$ cat src/lcsb_pkg.sv
// Package of offsets, field positions, reset values and codes for the link charger status bank
package lcsb_pkg;

  ////////////////////////////////////////////////////////////////////////////
  // Register offsets
  localparam logic [7:0] OFF_REVISION     = 8'h00;  // Silicon revision
  localparam logic [7:0] OFF_PRESENCE     = 8'h01;  // Link presence flags
  localparam logic [7:0] OFF_CHAN1_RESULT = 8'h02;  // Channel one result code
  localparam logic [7:0] OFF_CHAN2_RESULT = 8'h03;  // Channel two result code
  localparam logic [7:0] OFF_POWER_FAULT  = 8'h04;  // Power fault flags
  localparam logic [7:0] OFF_R1_AVG       = 8'h6b;  // Remote one average value
  localparam logic [7:0] OFF_R1_LEVEL     = 8'h6c;  // Remote one charge level
  localparam logic [7:0] OFF_R2_AVG       = 8'h6d;  // Remote two average value
  localparam logic [7:0] OFF_R2_LEVEL     = 8'h6e;  // Remote two charge level
  localparam logic [7:0] OFF_REMOTE_RDY   = 8'h6f;  // Remote ready flags
  localparam logic [7:0] OFF_ADC_GND      = 8'h70;  // Ground threshold and retry
  localparam logic [7:0] OFF_ADC_RANGE    = 8'h71;  // Range select
  localparam logic [7:0] OFF_ADC_AVG_NUM  = 8'h72;  // Averaging count
  localparam logic [7:0] OFF_ADC_NOISE    = 8'h73;  // Noise control
  localparam logic [7:0] OFF_WET_MULT     = 8'h74;  // Wet detect multiplier
  localparam logic [7:0] OFF_WET_THR      = 8'h75;  // Wet detect threshold
  localparam logic [7:0] OFF_WET_CTRL     = 8'h76;  // Wet detect control
  localparam logic [7:0] OFF_IN_RES       = 8'h78;  // Input resistance result
  localparam logic [7:0] OFF_ADC_AVG      = 8'h79;  // ADC average result
  localparam logic [7:0] OFF_ADC_MAX      = 8'h7a;  // ADC maximum result
  localparam logic [7:0] OFF_ADC_MIN      = 8'h7b;  // ADC minimum result

  ////////////////////////////////////////////////////////////////////////////
  // Presence flag bit positions
  localparam int BIT_CFG_LOADED = 7;  // Configuration load complete
  localparam int BIT_C1_CONN    = 6;  // Channel one connected
  localparam int BIT_C2_CONN    = 5;  // Channel two connected
  localparam int BIT_C1_IDLE    = 4;  // Channel one remote idle
  localparam int BIT_C2_IDLE    = 3;  // Channel two remote idle
  localparam int BIT_C2_WET     = 1;  // Channel two moisture
  localparam int BIT_C1_WET     = 0;  // Channel one moisture

  // Power fault bit positions
  localparam int BIT_UNDERVOLT  = 7;  // Converter output undervoltage
  localparam int BIT_CONV_FAULT = 6;  // General converter fault
  localparam int BIT_THERMAL    = 5;  // Thermal fault

  ////////////////////////////////////////////////////////////////////////////
  // Reset values
  localparam logic [7:0] RST_PRESENCE = 8'h80;  // Load complete reads one
  localparam logic [7:0] RST_RESULT   = 8'h00;  // No error
  localparam logic [2:0] RST_FAULTS   = 3'h0;   // No faults
  localparam logic [7:0] RST_CONFIG   = 8'h00;  // Control registers

  // Writable field masks of the control registers, then read masks of two mirrors
  localparam logic [7:0] MASK_ADC_GND   = 8'h7f;
  localparam logic [7:0] MASK_ADC_RANGE = 8'h3f;
  localparam logic [7:0] MASK_ADC_AVG   = 8'h07;
  localparam logic [7:0] MASK_ADC_NOISE = 8'h3f;
  localparam logic [7:0] MASK_WET_MULT  = 8'h03;
  localparam logic [7:0] MASK_WET_THR   = 8'hff;
  localparam logic [7:0] MASK_WET_CTRL  = 8'hff;
  localparam logic [7:0] MASK_READY     = 8'hcf;  // Remote ready flags
  localparam logic [7:0] MASK_IN_RES    = 8'h03;  // Resistance result

  ////////////////////////////////////////////////////////////////////////////
  // Result codes
  localparam logic [7:0] RESULT_OK             = 8'h00;
  localparam logic [7:0] RESULT_REFUSED        = 8'h10;
  localparam logic [7:0] RESULT_UNKNOWN_CMD    = 8'h13;
  localparam logic [7:0] RESULT_COMMAND_FAULT  = 8'h16;
  localparam logic [7:0] RESULT_RETRY_EXHAUST  = 8'h17;

  // Any code other than no-error counts as a failed command
  function automatic logic result_failed(input logic [7:0] code);
    result_failed = (code != RESULT_OK);
  endfunction

endpackage

$ cat src/lcsb_flag_if.sv
// Interface carrying status snapshots and change pulses between bank and change detector
`timescale 1ns/1ps
interface lcsb_flag_if;
  logic [7:0] presence;      // Registered presence flags
  logic [2:0] faults;        // Registered fault flags, high bit is undervoltage
  logic [7:0] presence_chg;  // One-cycle change pulses per presence bit
  logic [2:0] fault_chg;     // One-cycle change pulses per fault bit

  modport bank (output presence, output faults, input presence_chg, input fault_chg);
  modport detect (input presence, input faults, output presence_chg, output fault_chg);
endinterface

$ cat src/lcsb_change_detect.sv
// Edge detector turning status flag transitions into change-interrupt pulses
`timescale 1ns/1ps
module lcsb_change_detect (
  // Clock and reset
  input  wire logic   core_clk,
  input  wire logic   sys_rst,
  // Status snapshots in, change pulses out
  lcsb_flag_if.detect flags
);

  // Held state of the detector
  typedef struct packed {
    logic [7:0] prev_presence;  // Presence seen last cycle
    logic [2:0] prev_faults;    // Faults seen last cycle
    logic [7:0] presence_chg;   // Presence change pulses
    logic [2:0] fault_chg;      // Fault change pulses
  } lcsb_det_s;

  lcsb_det_s state;
  lcsb_det_s next_state;

  ////////////////////////////////////////////////////////////////////////////
  // Compare against last snapshot; bit two has no flag behind it
  always_comb begin
    next_state               = state;
    next_state.prev_presence = flags.presence;
    next_state.prev_faults   = flags.faults;
    next_state.presence_chg  = (flags.presence ^ state.prev_presence) & 8'hfb;
    next_state.fault_chg     = flags.faults ^ state.prev_faults;
  end

  // Register the detector state
  always_ff @(posedge core_clk) begin
    if (sys_rst) begin
      state.prev_presence <= lcsb_pkg::RST_PRESENCE;
      state.prev_faults   <= lcsb_pkg::RST_FAULTS;
      state.presence_chg  <= 8'h00;
      state.fault_chg     <= 3'h0;
    end else begin
      state <= next_state;
    end
  end

  assign flags.presence_chg = state.presence_chg;
  assign flags.fault_chg    = state.fault_chg;

endmodule // lcsb_change_detect

$ cat src/lcsb_status_bank.sv
// Host-visible status bank of a two-channel charging-and-data link master
`timescale 1ns/1ps
module lcsb_status_bank #(
  parameter logic [7:0] REVISION = 8'h5a  // Arbitrary revision value
) (
  // Clock and reset
  input  wire logic       core_clk,
  input  wire logic       sys_rst,
  // Host register port
  input  wire logic [7:0] host_addr,
  input  wire logic       host_wr,
  input  wire logic       host_rd,
  input  wire logic [7:0] host_wdata,
  output logic      [7:0] host_rdata,
  output logic            host_rdata_valid,
  // Status from link and protection logic
  input  wire logic       config_loaded_in,
  input  wire logic       chan1_connected,
  input  wire logic       chan2_connected,
  input  wire logic       chan1_remote_idle,
  input  wire logic       chan2_remote_idle,
  input  wire logic       chan1_wet_flag,
  input  wire logic       chan2_wet_flag,
  input  wire logic       converter_undervolt,
  input  wire logic       converter_fault,
  input  wire logic       thermal_fault,
  // Command results from link logic
  input  wire logic [7:0] chan1_result,
  input  wire logic       chan1_result_strobe,
  input  wire logic [7:0] chan2_result,
  input  wire logic       chan2_result_strobe,
  // Gauge mirrors and moisture measurement results
  input  wire logic [7:0] remote1_avg_in,
  input  wire logic [7:0] remote1_level_in,
  input  wire logic [7:0] remote2_avg_in,
  input  wire logic [7:0] remote2_level_in,
  input  wire logic [7:0] remote_ready_in,
  input  wire logic [7:0] in_res_in,
  input  wire logic [7:0] adc_avg_in,
  input  wire logic [7:0] adc_max_in,
  input  wire logic [7:0] adc_min_in,
  // Moisture measurement settings
  output logic      [7:0] adc_ground_threshold_retry,
  output logic      [7:0] adc_range_select,
  output logic      [7:0] adc_averaging_count,
  output logic      [7:0] adc_noise_control,
  output logic      [7:0] wet_detect_multiplier,
  output logic      [7:0] wet_detect_threshold,
  output logic      [7:0] wet_detect_control,
  // Event pulses towards the interrupt flag registers
  output logic      [7:0] presence_change_irq,
  output logic      [2:0] fault_change_irq,
  output logic            chan1_cmd_finished_irq,
  output logic            chan1_cmd_failed_irq,
  output logic            chan2_cmd_finished_irq,
  output logic            chan2_cmd_failed_irq
);

  ////////////////////////////////////////////////////////////////////////////
  // Held state of the bank
  typedef struct packed {
    logic [7:0] presence;      // Presence flags
    logic [7:0] chan1_code;    // Channel one result code
    logic [7:0] chan2_code;    // Channel two result code
    logic [2:0] faults;        // Undervoltage, converter, thermal
    logic [7:0] r1_avg;        // Remote gauge mirrors
    logic [7:0] r1_level;
    logic [7:0] r2_avg;
    logic [7:0] r2_level;
    logic [7:0] r_ready;
    logic [7:0] in_res;        // Measurement results
    logic [7:0] a_avg;
    logic [7:0] a_max;
    logic [7:0] a_min;
    logic [7:0] c_gnd;         // Control registers
    logic [7:0] c_range;
    logic [7:0] c_avg;
    logic [7:0] c_noise;
    logic [7:0] c_mult;
    logic [7:0] c_thr;
    logic [7:0] c_wet;
    logic [7:0] rdata;         // Read answer
    logic       rvalid;        // Read answer strobe
    logic [3:0] cmd_irq;       // c1 done, c1 fail, c2 done, c2 fail
  } lcsb_bank_s;

  lcsb_bank_s state;
  lcsb_bank_s next_state;

  lcsb_flag_if flag_bus ();  // Link to change detector
  logic        bus_open;     // Host access allowed

  ////////////////////////////////////////////////////////////////////////////
  // Change detector for presence and fault flags
  lcsb_change_detect u_detect (
    .core_clk (core_clk),
    .sys_rst  (sys_rst),
    .flags    (flag_bus.detect)
  );

  assign flag_bus.presence = state.presence;
  assign flag_bus.faults   = state.faults;
  assign bus_open          = state.presence[lcsb_pkg::BIT_CFG_LOADED];

  ////////////////////////////////////////////////////////////////////////////
  // Next state: sample status, latch results, serve host
  always_comb begin
    next_state = state;
    // Whole-register snapshot each cycle
    next_state.presence = {config_loaded_in, chan1_connected, chan2_connected,
                           chan1_remote_idle, chan2_remote_idle, 1'b0,
                           chan2_wet_flag, chan1_wet_flag};
    next_state.faults   = {converter_undervolt, converter_fault, thermal_fault};
    next_state.r1_avg   = remote1_avg_in;
    next_state.r1_level = remote1_level_in;
    next_state.r2_avg   = remote2_avg_in;
    next_state.r2_level = remote2_level_in;
    next_state.r_ready  = remote_ready_in & lcsb_pkg::MASK_READY;
    next_state.in_res   = in_res_in & lcsb_pkg::MASK_IN_RES;
    next_state.a_avg    = adc_avg_in;
    next_state.a_max    = adc_max_in;
    next_state.a_min    = adc_min_in;
    // Result codes load on their strobe and announce done or failed
    next_state.cmd_irq  = 4'h0;
    if (chan1_result_strobe) begin
      next_state.chan1_code = chan1_result;
      next_state.cmd_irq[3] = !lcsb_pkg::result_failed(chan1_result);
      next_state.cmd_irq[2] = lcsb_pkg::result_failed(chan1_result);
    end
    if (chan2_result_strobe) begin
      next_state.chan2_code = chan2_result;
      next_state.cmd_irq[1] = !lcsb_pkg::result_failed(chan2_result);
      next_state.cmd_irq[0] = lcsb_pkg::result_failed(chan2_result);
    end
    // Host writes reach only control registers
    if (host_wr && bus_open) begin
      case (host_addr)
        lcsb_pkg::OFF_ADC_GND:     next_state.c_gnd   = host_wdata & lcsb_pkg::MASK_ADC_GND;
        lcsb_pkg::OFF_ADC_RANGE:   next_state.c_range = host_wdata & lcsb_pkg::MASK_ADC_RANGE;
        lcsb_pkg::OFF_ADC_AVG_NUM: next_state.c_avg   = host_wdata & lcsb_pkg::MASK_ADC_AVG;
        lcsb_pkg::OFF_ADC_NOISE:   next_state.c_noise = host_wdata & lcsb_pkg::MASK_ADC_NOISE;
        lcsb_pkg::OFF_WET_MULT:    next_state.c_mult  = host_wdata & lcsb_pkg::MASK_WET_MULT;
        lcsb_pkg::OFF_WET_THR:     next_state.c_thr   = host_wdata & lcsb_pkg::MASK_WET_THR;
        lcsb_pkg::OFF_WET_CTRL:    next_state.c_wet   = host_wdata & lcsb_pkg::MASK_WET_CTRL;
        default: ;
      endcase
    end
    // Host reads answer one cycle later; unmapped reads zero
    next_state.rvalid = host_rd && bus_open;
    if (host_rd && bus_open) begin
      case (host_addr)
        lcsb_pkg::OFF_REVISION:     next_state.rdata = REVISION;
        lcsb_pkg::OFF_PRESENCE:     next_state.rdata = state.presence;
        lcsb_pkg::OFF_CHAN1_RESULT: next_state.rdata = state.chan1_code;
        lcsb_pkg::OFF_CHAN2_RESULT: next_state.rdata = state.chan2_code;
        lcsb_pkg::OFF_POWER_FAULT:  next_state.rdata = {state.faults, 5'h00};
        lcsb_pkg::OFF_R1_AVG:       next_state.rdata = state.r1_avg;
        lcsb_pkg::OFF_R1_LEVEL:     next_state.rdata = state.r1_level;
        lcsb_pkg::OFF_R2_AVG:       next_state.rdata = state.r2_avg;
        lcsb_pkg::OFF_R2_LEVEL:     next_state.rdata = state.r2_level;
        lcsb_pkg::OFF_REMOTE_RDY:   next_state.rdata = state.r_ready;
        lcsb_pkg::OFF_ADC_GND:      next_state.rdata = state.c_gnd;
        lcsb_pkg::OFF_ADC_RANGE:    next_state.rdata = state.c_range;
        lcsb_pkg::OFF_ADC_AVG_NUM:  next_state.rdata = state.c_avg;
        lcsb_pkg::OFF_ADC_NOISE:    next_state.rdata = state.c_noise;
        lcsb_pkg::OFF_WET_MULT:     next_state.rdata = state.c_mult;
        lcsb_pkg::OFF_WET_THR:      next_state.rdata = state.c_thr;
        lcsb_pkg::OFF_WET_CTRL:     next_state.rdata = state.c_wet;
        lcsb_pkg::OFF_IN_RES:       next_state.rdata = state.in_res;
        lcsb_pkg::OFF_ADC_AVG:      next_state.rdata = state.a_avg;
        lcsb_pkg::OFF_ADC_MAX:      next_state.rdata = state.a_max;
        lcsb_pkg::OFF_ADC_MIN:      next_state.rdata = state.a_min;
        default:                    next_state.rdata = 8'h00;
      endcase
    end
  end

  ////////////////////////////////////////////////////////////////////////////
  // Register the bank state
  always_ff @(posedge core_clk) begin
    if (sys_rst) begin
      state            <= '0;
      state.presence   <= lcsb_pkg::RST_PRESENCE;
      state.chan1_code <= lcsb_pkg::RST_RESULT;
      state.chan2_code <= lcsb_pkg::RST_RESULT;
      state.faults     <= lcsb_pkg::RST_FAULTS;
      state.c_gnd      <= lcsb_pkg::RST_CONFIG;
      state.c_range    <= lcsb_pkg::RST_CONFIG;
      state.c_avg      <= lcsb_pkg::RST_CONFIG;
      state.c_noise    <= lcsb_pkg::RST_CONFIG;
      state.c_mult     <= lcsb_pkg::RST_CONFIG;
      state.c_thr      <= lcsb_pkg::RST_CONFIG;
      state.c_wet      <= lcsb_pkg::RST_CONFIG;
    end else begin
      state <= next_state;
    end
  end

  ////////////////////////////////////////////////////////////////////////////
  // Outputs straight from flip-flops
  assign host_rdata                 = state.rdata;
  assign host_rdata_valid           = state.rvalid;
  assign adc_ground_threshold_retry = state.c_gnd;
  assign adc_range_select           = state.c_range;
  assign adc_averaging_count        = state.c_avg;
  assign adc_noise_control          = state.c_noise;
  assign wet_detect_multiplier      = state.c_mult;
  assign wet_detect_threshold       = state.c_thr;
  assign wet_detect_control         = state.c_wet;
  assign presence_change_irq        = flag_bus.presence_chg;
  assign fault_change_irq           = flag_bus.fault_chg;
  assign chan1_cmd_finished_irq     = state.cmd_irq[3];
  assign chan1_cmd_failed_irq       = state.cmd_irq[2];
  assign chan2_cmd_finished_irq     = state.cmd_irq[1];
  assign chan2_cmd_failed_irq       = state.cmd_irq[0];
endmodule // lcsb_status_bank
$ cat config.mk
export PLATFORM = sky130hd
export DESIGN_NAME = lcsb_status_bank
export DESIGN_NICKNAME = d
export VERILOG_FILES = /design/src/lcsb_pkg.sv /design/src/lcsb_flag_if.sv /design/src/lcsb_change_detect.sv /design/src/lcsb_status_bank.sv
export SDC_FILE = /design/constraint.sdc
export NUM_CORES = 1
export LEC_CHECK = 0
export ABC_AREA = 0
export BUFFER_PORTS_ARGS = -buffer_cell sky130_fd_sc_hd__clkbuf_2
export CAP_MARGIN = 20
export CELL_PAD_IN_SITES_DETAIL_PLACEMENT = 1
export CELL_PAD_IN_SITES_GLOBAL_PLACEMENT = 1
export CORE_MARGIN = 2
export CORE_UTILIZATION = 35
export DETAILED_ROUTE_END_ITERATION = 6
export GPL_ROUTABILITY_DRIVEN = 1
export PLACE_DENSITY_LB_ADDON = 0.1
export SETUP_SLACK_MARGIN = 0.05
export SLEW_MARGIN = 20
export SYNTH_ARGS = -nofsm -noshare
export SYNTH_HDL_FRONTEND = slang
export SYNTH_HIERARCHICAL = 1
export SYNTH_SLANG_ARGS = --single-unit
$ cat constraint.sdc
create_clock -name core_clk -period 1.4 [get_ports core_clk]
set_input_delay 0.07 -clock core_clk [delete_from_list [all_inputs] [get_ports core_clk]]
set_output_delay 0.07 -clock core_clk [all_outputs]
set_load 0.005 [all_outputs]
# ---- Yosys cells after proc, flatten, opt, wreduce, memory -nomap -nowiden
# Cells that the tools add are included.
dict set report classes {
  n_mux 1
  n_bitwise 4
  reduce_logical 16
  eq_ne 20
}
# op count
set op_table {}
lappend op_table {{$pmux 8 s21} 1}
lappend op_table {{$eq 8x7->1 const B} 16}
lappend op_table {{$eq 8x2->1 const B} 2}
lappend op_table {{$reduce_bool 8->1} 2}
lappend op_table {{$reduce_and 2->1} 7}
lappend op_table {{$eq 8x1->1 const B} 1}
lappend op_table {{$eq 8x3->1 const B} 1}
lappend op_table {{$logic_not 8->1} 1}
lappend op_table {{$xor 8x8->8} 1}
lappend op_table {{$reduce_or 2->1} 2}
lappend op_table {{$xor 3x3->3} 1}
lappend op_table {{$logic_and 1x1->1} 2}
lappend op_table {{$logic_not 1->1} 2}
lappend op_table {{$not 1->1} 2}
dict set report word_totals {
  inputBits 120
  reg_bits 174
}

# ---- Longest topological paths before layout
dict set report depth {
  ltp_word 2
  ltp_mapped 7
}

# ---- Hierarchy
# Netlist, hierarchy kept.
# mod area_each_um2 cells_each instances seq_area_each_um2
set by_module_without_submodules {}
lappend by_module_without_submodules {lcsb_status_bank 6354.8 664 1 2862.7}
lappend by_module_without_submodules {lcsb_change_detect 690.7 64 1 400.4}

# ---- Worst setup path before layout
# No wires, ideal clock.
dict set report synth_path {
  kind {in2reg}
  start {in host_addr[3]}
  end {reg state, in the netlist host_rdata[4]}
  slack_ns -0.111
  setup_time_ns 0.131
  arrival_time_ns 1.381
  required_time_ns 1.269
  stages 7
  cell_sequence {nor2b_1 -> buf_2 -> and4_1 -> buf_2 -> a2111o_1 -> nor4b_2 -> o31ai_1}
}
dict set report synth_between {
  elab_chain_len 2
}
# item line
set synth_rtl {}
lappend synth_rtl {{from (decl)} lcsb_status_bank.sv:10} ;# input wire logic [7:0] host_addr,
lappend synth_rtl {{$eq 8x7->1, or another cell as far along} lcsb_status_bank.sv:151} ;# case (host_addr)
lappend synth_rtl {{$pmux 8 s21 *} lcsb_status_bank.sv:151}
lappend synth_rtl {{to (signal assigned)} lcsb_status_bank.sv:195} ;# state <= next_state;
lappend synth_rtl {{to (decl)} lcsb_status_bank.sv:87} ;# lcsb_bank_s state;
# Every way passes the cells marked *; elsewhere a longest branch is shown, timed or not.
# A chain may end at the register's enable or synchronous reset.

# ---- Final worst setup path
dict set report layout_path {
  start {reg state[129] (netlist bit)}
  end {reg state, in the netlist host_rdata[4]}
}
dict set report layout_between {
  elab_chain_len 1
}
# item line
set layout_rtl {}
lappend layout_rtl {{$pmux 8 s21} lcsb_status_bank.sv:151}
# Every way passes these cells.

==> flow_metrics.env <==
export IMPL_dr_wl_met2_um=13000
export IMPL_hold_viol=0
export IMPL_clock_latency_ns=0.44
export IMPL_drive_gt1_share_pct=36.9
export IMPL_relSlewSlack_pct=64.9
export IMPL_r2r_end="host_rdata[4]"
export IMPL_synth_warnings=6
export IMPL_clockRootBuffer="clkbuf_16"
export IMPL_path_clk_slew_ns=0.07
export IMPL_final_cell_mix="170 x clkbuf_2, 155 x dfxtp_1, 109 x buf_4"
export IMPL_clockBufferDepth=2
export IMPL_critPathBufInv=0
export IMPL_slowest_stage="a2111o_1"
export IMPL_violations="negative setup slack"
export IMPL_ys_types=75
export IMPL_hold_path_cell_count=4
export IMPL_fin_setup_tns_ns=-0.415
export IMPL_cts_buffers=17
export IMPL_r2r_setup_slack_ns=-0.27
export IMPL_wl_met3_um=1380
export IMPL_drt_iter0_drc=253
export IMPL_async_flop_share_pct=0
export IMPL_fin_crit_ns=1.67
export IMPL_power_uw=10700
export IMPL_maxCapViolations=0
export IMPL_min_path_type="input port to flop"
export IMPL_postLayoutCoreUtil_pct=53.5
export IMPL_skew_ns=0.0163
export IMPL_vias=6506
export IMPL_critPathTopFamily="compound AO/OA/AOI/OAI gates"
export IMPL_r2r_worst_path_cells=5
export IMPL_p_leak_uw=0.00448
export IMPL_place_ws_ns=-0.507
export IMPL_top_layer="met4"
export IMPL_firstDrtPassIters=5
export IMPL_synth_ff_type="dfxtp_1"
export IMPL_die_w_um=146
export IMPL_drcViolationCount=0
export IMPL_yosysSeqAreaShare_pct=46.3
export IMPL_setup_ws_ns=-0.266
export IMPL_start_kind="flop"
export IMPL_powerDensity_nw_per_um2=1020
export IMPL_cts_tree="yes"
export IMPL_rsz0062_at_grt="yes"
export IMPL_path_max_fanout=1
export IMPL_synth_edf_count=0
export IMPL_routabilityCongestion=0.959
export IMPL_grt_start_max_net_pins=50
export IMPL_grt_overflow_total=0
export IMPL_slew_viol_final=0
export IMPL_fp_dieArea_sq_um=21300
export IMPL_ir_drop_v=0.000748
export IMPL_critPathCaptureType="flop"
export IMPL_grt_pass1_wl_um=40800
export IMPL_antenna_found_initial=0
export IMPL_htreeDepth=4
export IMPL_ys_ff_latch=163
export IMPL_core_area_sq_um=19600
export IMPL_path_class="flop to flop"
export IMPL_io_pins=200
export IMPL_clock_sinks=163
export IMPL_syn_area_per_cell_sq_um=9.68
export IMPL_slowest_delay_ns=0.44
export IMPL_dpl_hpwl_um=19800
export IMPL_areaGrowthSynthToFinish_pct=48.8
export IMPL_fin_crit_sh_pct=119
export IMPL_antenna_cells=0
export IMPL_port_buffers=174
export IMPL_syn_area_sq_um=7050
export IMPL_rows=51
export IMPL_cp_data_arrival_time_ns=1.99
export IMPL_fmax_ghz=0.600
export IMPL_wl_met1_um=11600
export IMPL_drtAntennaViolNets=0
export IMPL_viasPerCell=4.91
export IMPL_wl_per_cell_um=20.1
export IMPL_syn_inst=728
export IMPL_worst_pin_slew_ns=0.522
export IMPL_crit_chain="mux2_4 -> and4_1 -> a2111o_1 -> nor4b_4 -> o31ai_1"
export IMPL_cp_required_ns=1.72
export IMPL_grt_pass1_vias=7004
export IMPL_outcome="finished with violations"
export IMPL_initial_utilization_pct=36.0
export IMPL_fp_dieH_um=146
export IMPL_timing_rr_start="state[129]"
export IMPL_finalWirelength_um=26600
export IMPL_grt_use_total_pct=25.0
export IMPL_nets=1166
export IMPL_hold_path_end="host_rdata_valid"
export IMPL_layout_commonest_cell="clkbuf_2"
export IMPL_setup_viol=2
export IMPL_hp_start="host_rd"
==> worst max-delay path by stage <==
stage	from	endpoint	slack, ns	cells past startpoint
4_1_cts	state[129]	host_rdata[4]	-0.28	5
6_report	state[129]	host_rdata[4]	-0.27	5
3_3_place_gp	host_addr[1]	host_rdata[4]	-0.52	7
5_1_grt	state[129]	host_rdata[4]	-0.30	5
2_1_floorplan	host_addr[7]	host_rdata[4]	-0.04	6
3_5_place_dp	host_addr[1]	host_rdata[4]	-0.51	7
==> worst min-delay path, stage by stage <==
cell and delay, ns:
clkbuf_2 0.12, nand2_4 0.11, buf_6 0.10, nor2_1 0.03
==> area by class of cell <==
cell class,instances,area (sq um)
multi-input combinational,457,3210
inverter,4,15.0
clock inverter,15,160
clock buffer,17,425
sequential,163,3280
timing repair buffer,403,3060
fill,2207,9100
tap,265,332
==> timing repair <==
action                     4_1_cts  5_1_grt
hold endpoints to repair       127        0
hold buffers                    99        0
setup buffers                    2        9
cloned                           0        1
resized for setup               25       48
setup endpoints to repair       27       39
pin swaps                       17       15
==> synthesized netlist by cell type (3+ instances only) <==
| cell type | n | area (sq um) |
|---|---|---|
| dfxtp_1 | 163 | 3260 |
| nor2b_1 | 87 | 544 |
| buf_4 | 77 | 578 |
| nor2_1 | 62 | 233 |
| mux2i_1 | 48 | 480 |
| nand2_1 | 40 | 150 |
| clkbuf_1 | 26 | 97.6 |
| a21oi_1 | 23 | 115 |
| o21ai_0 | 20 | 100 |
| a22oi_1 | 15 | 113 |
| buf_2 | 13 | 65.1 |
| xnor2_1 | 10 | 87.6 |
| and3_1 | 8 | 50.1 |
| a211oi_1 | 7 | 52.6 |
| a311oi_1 | 7 | 61.3 |
| nand4_1 | 7 | 43.8 |
| a221oi_1 | 6 | 52.6 |
| a22o_1 | 6 | 52.6 |
| nand3_1 | 5 | 25.0 |
| and4_1 | 4 | 35.0 |
| inv_1 | 4 | 15.0 |
| nor4_1 | 4 | 25.0 |
| o22ai_1 | 4 | 25.0 |
| a222oi_1 | 3 | 30.0 |
| a32oi_1 | 3 | 26.3 |
| and2_1 | 3 | 18.8 |
| and3b_1 | 3 | 26.3 |
| mux2_2 | 3 | 33.8 |
| nand2b_1 | 3 | 18.8 |
| nand3b_1 | 3 | 22.5 |
| nor3_4 | 3 | 48.8 |
| nor3b_1 | 3 | 22.5 |
| o2bb2ai_1 | 3 | 26.3 |
==> through the flow <==
stage          hold slack, ns  cell area [sq um]  std cells
2_1_floorplan           0.174               7140        743
3_3_place_gp            0.264               8590       1183
3_5_place_dp            0.268               8590       1183
4_1_cts                0.0705              10300       1314
5_1_grt                0.0468              10500       1324
6_report               0.0315              10500       1324
==> routing by layer <==
layer	GRT usage (%)	vias to the layer above
met5	0	-
met4	8.77	0
met3	4.70	34
met2	42.8	224
met1	31.6	3163
li1	-	3085
==> cells by family after synthesis <==
group                     Yosys count  synth area share [%]
AOI/OAI and AO/OA                 125                  13.0
xor gates and xnor gates           10                  1.24
buffers and inverters             123                  11.2
DFF                               163                  46.3
muxes                              52                  7.62
other                               2                 0.107
and+or+nand+nor                   253                  20.6
==> registers in the layout, indices dropped and copies added, names as in the netlist, 2 cells and up <==
register,count
flag_bus.presence,7
adc_noise_control,6
wet_detect_multiplier,2
state,80
wet_detect_control,8
wet_detect_threshold,8
adc_ground_threshold_retry,7
adc_range_select,6
u_detect/state,10
u_detect/flags.fault_chg,3
flag_bus.faults,3
adc_averaging_count,3
u_detect/flags.presence_chg,7
host_rdata,8
==> power breakdown <==
| group | internal (uW) | switching, uW | leakage [uW] |
|---|---|---|---|
| clock network | 2390 | 2230 | 0.000285 |
| registers | 4810 | 97.2 | 0.00134 |
| logic | 667 | 556 | 0.00285 |
(Power assumes the default switching activity.)
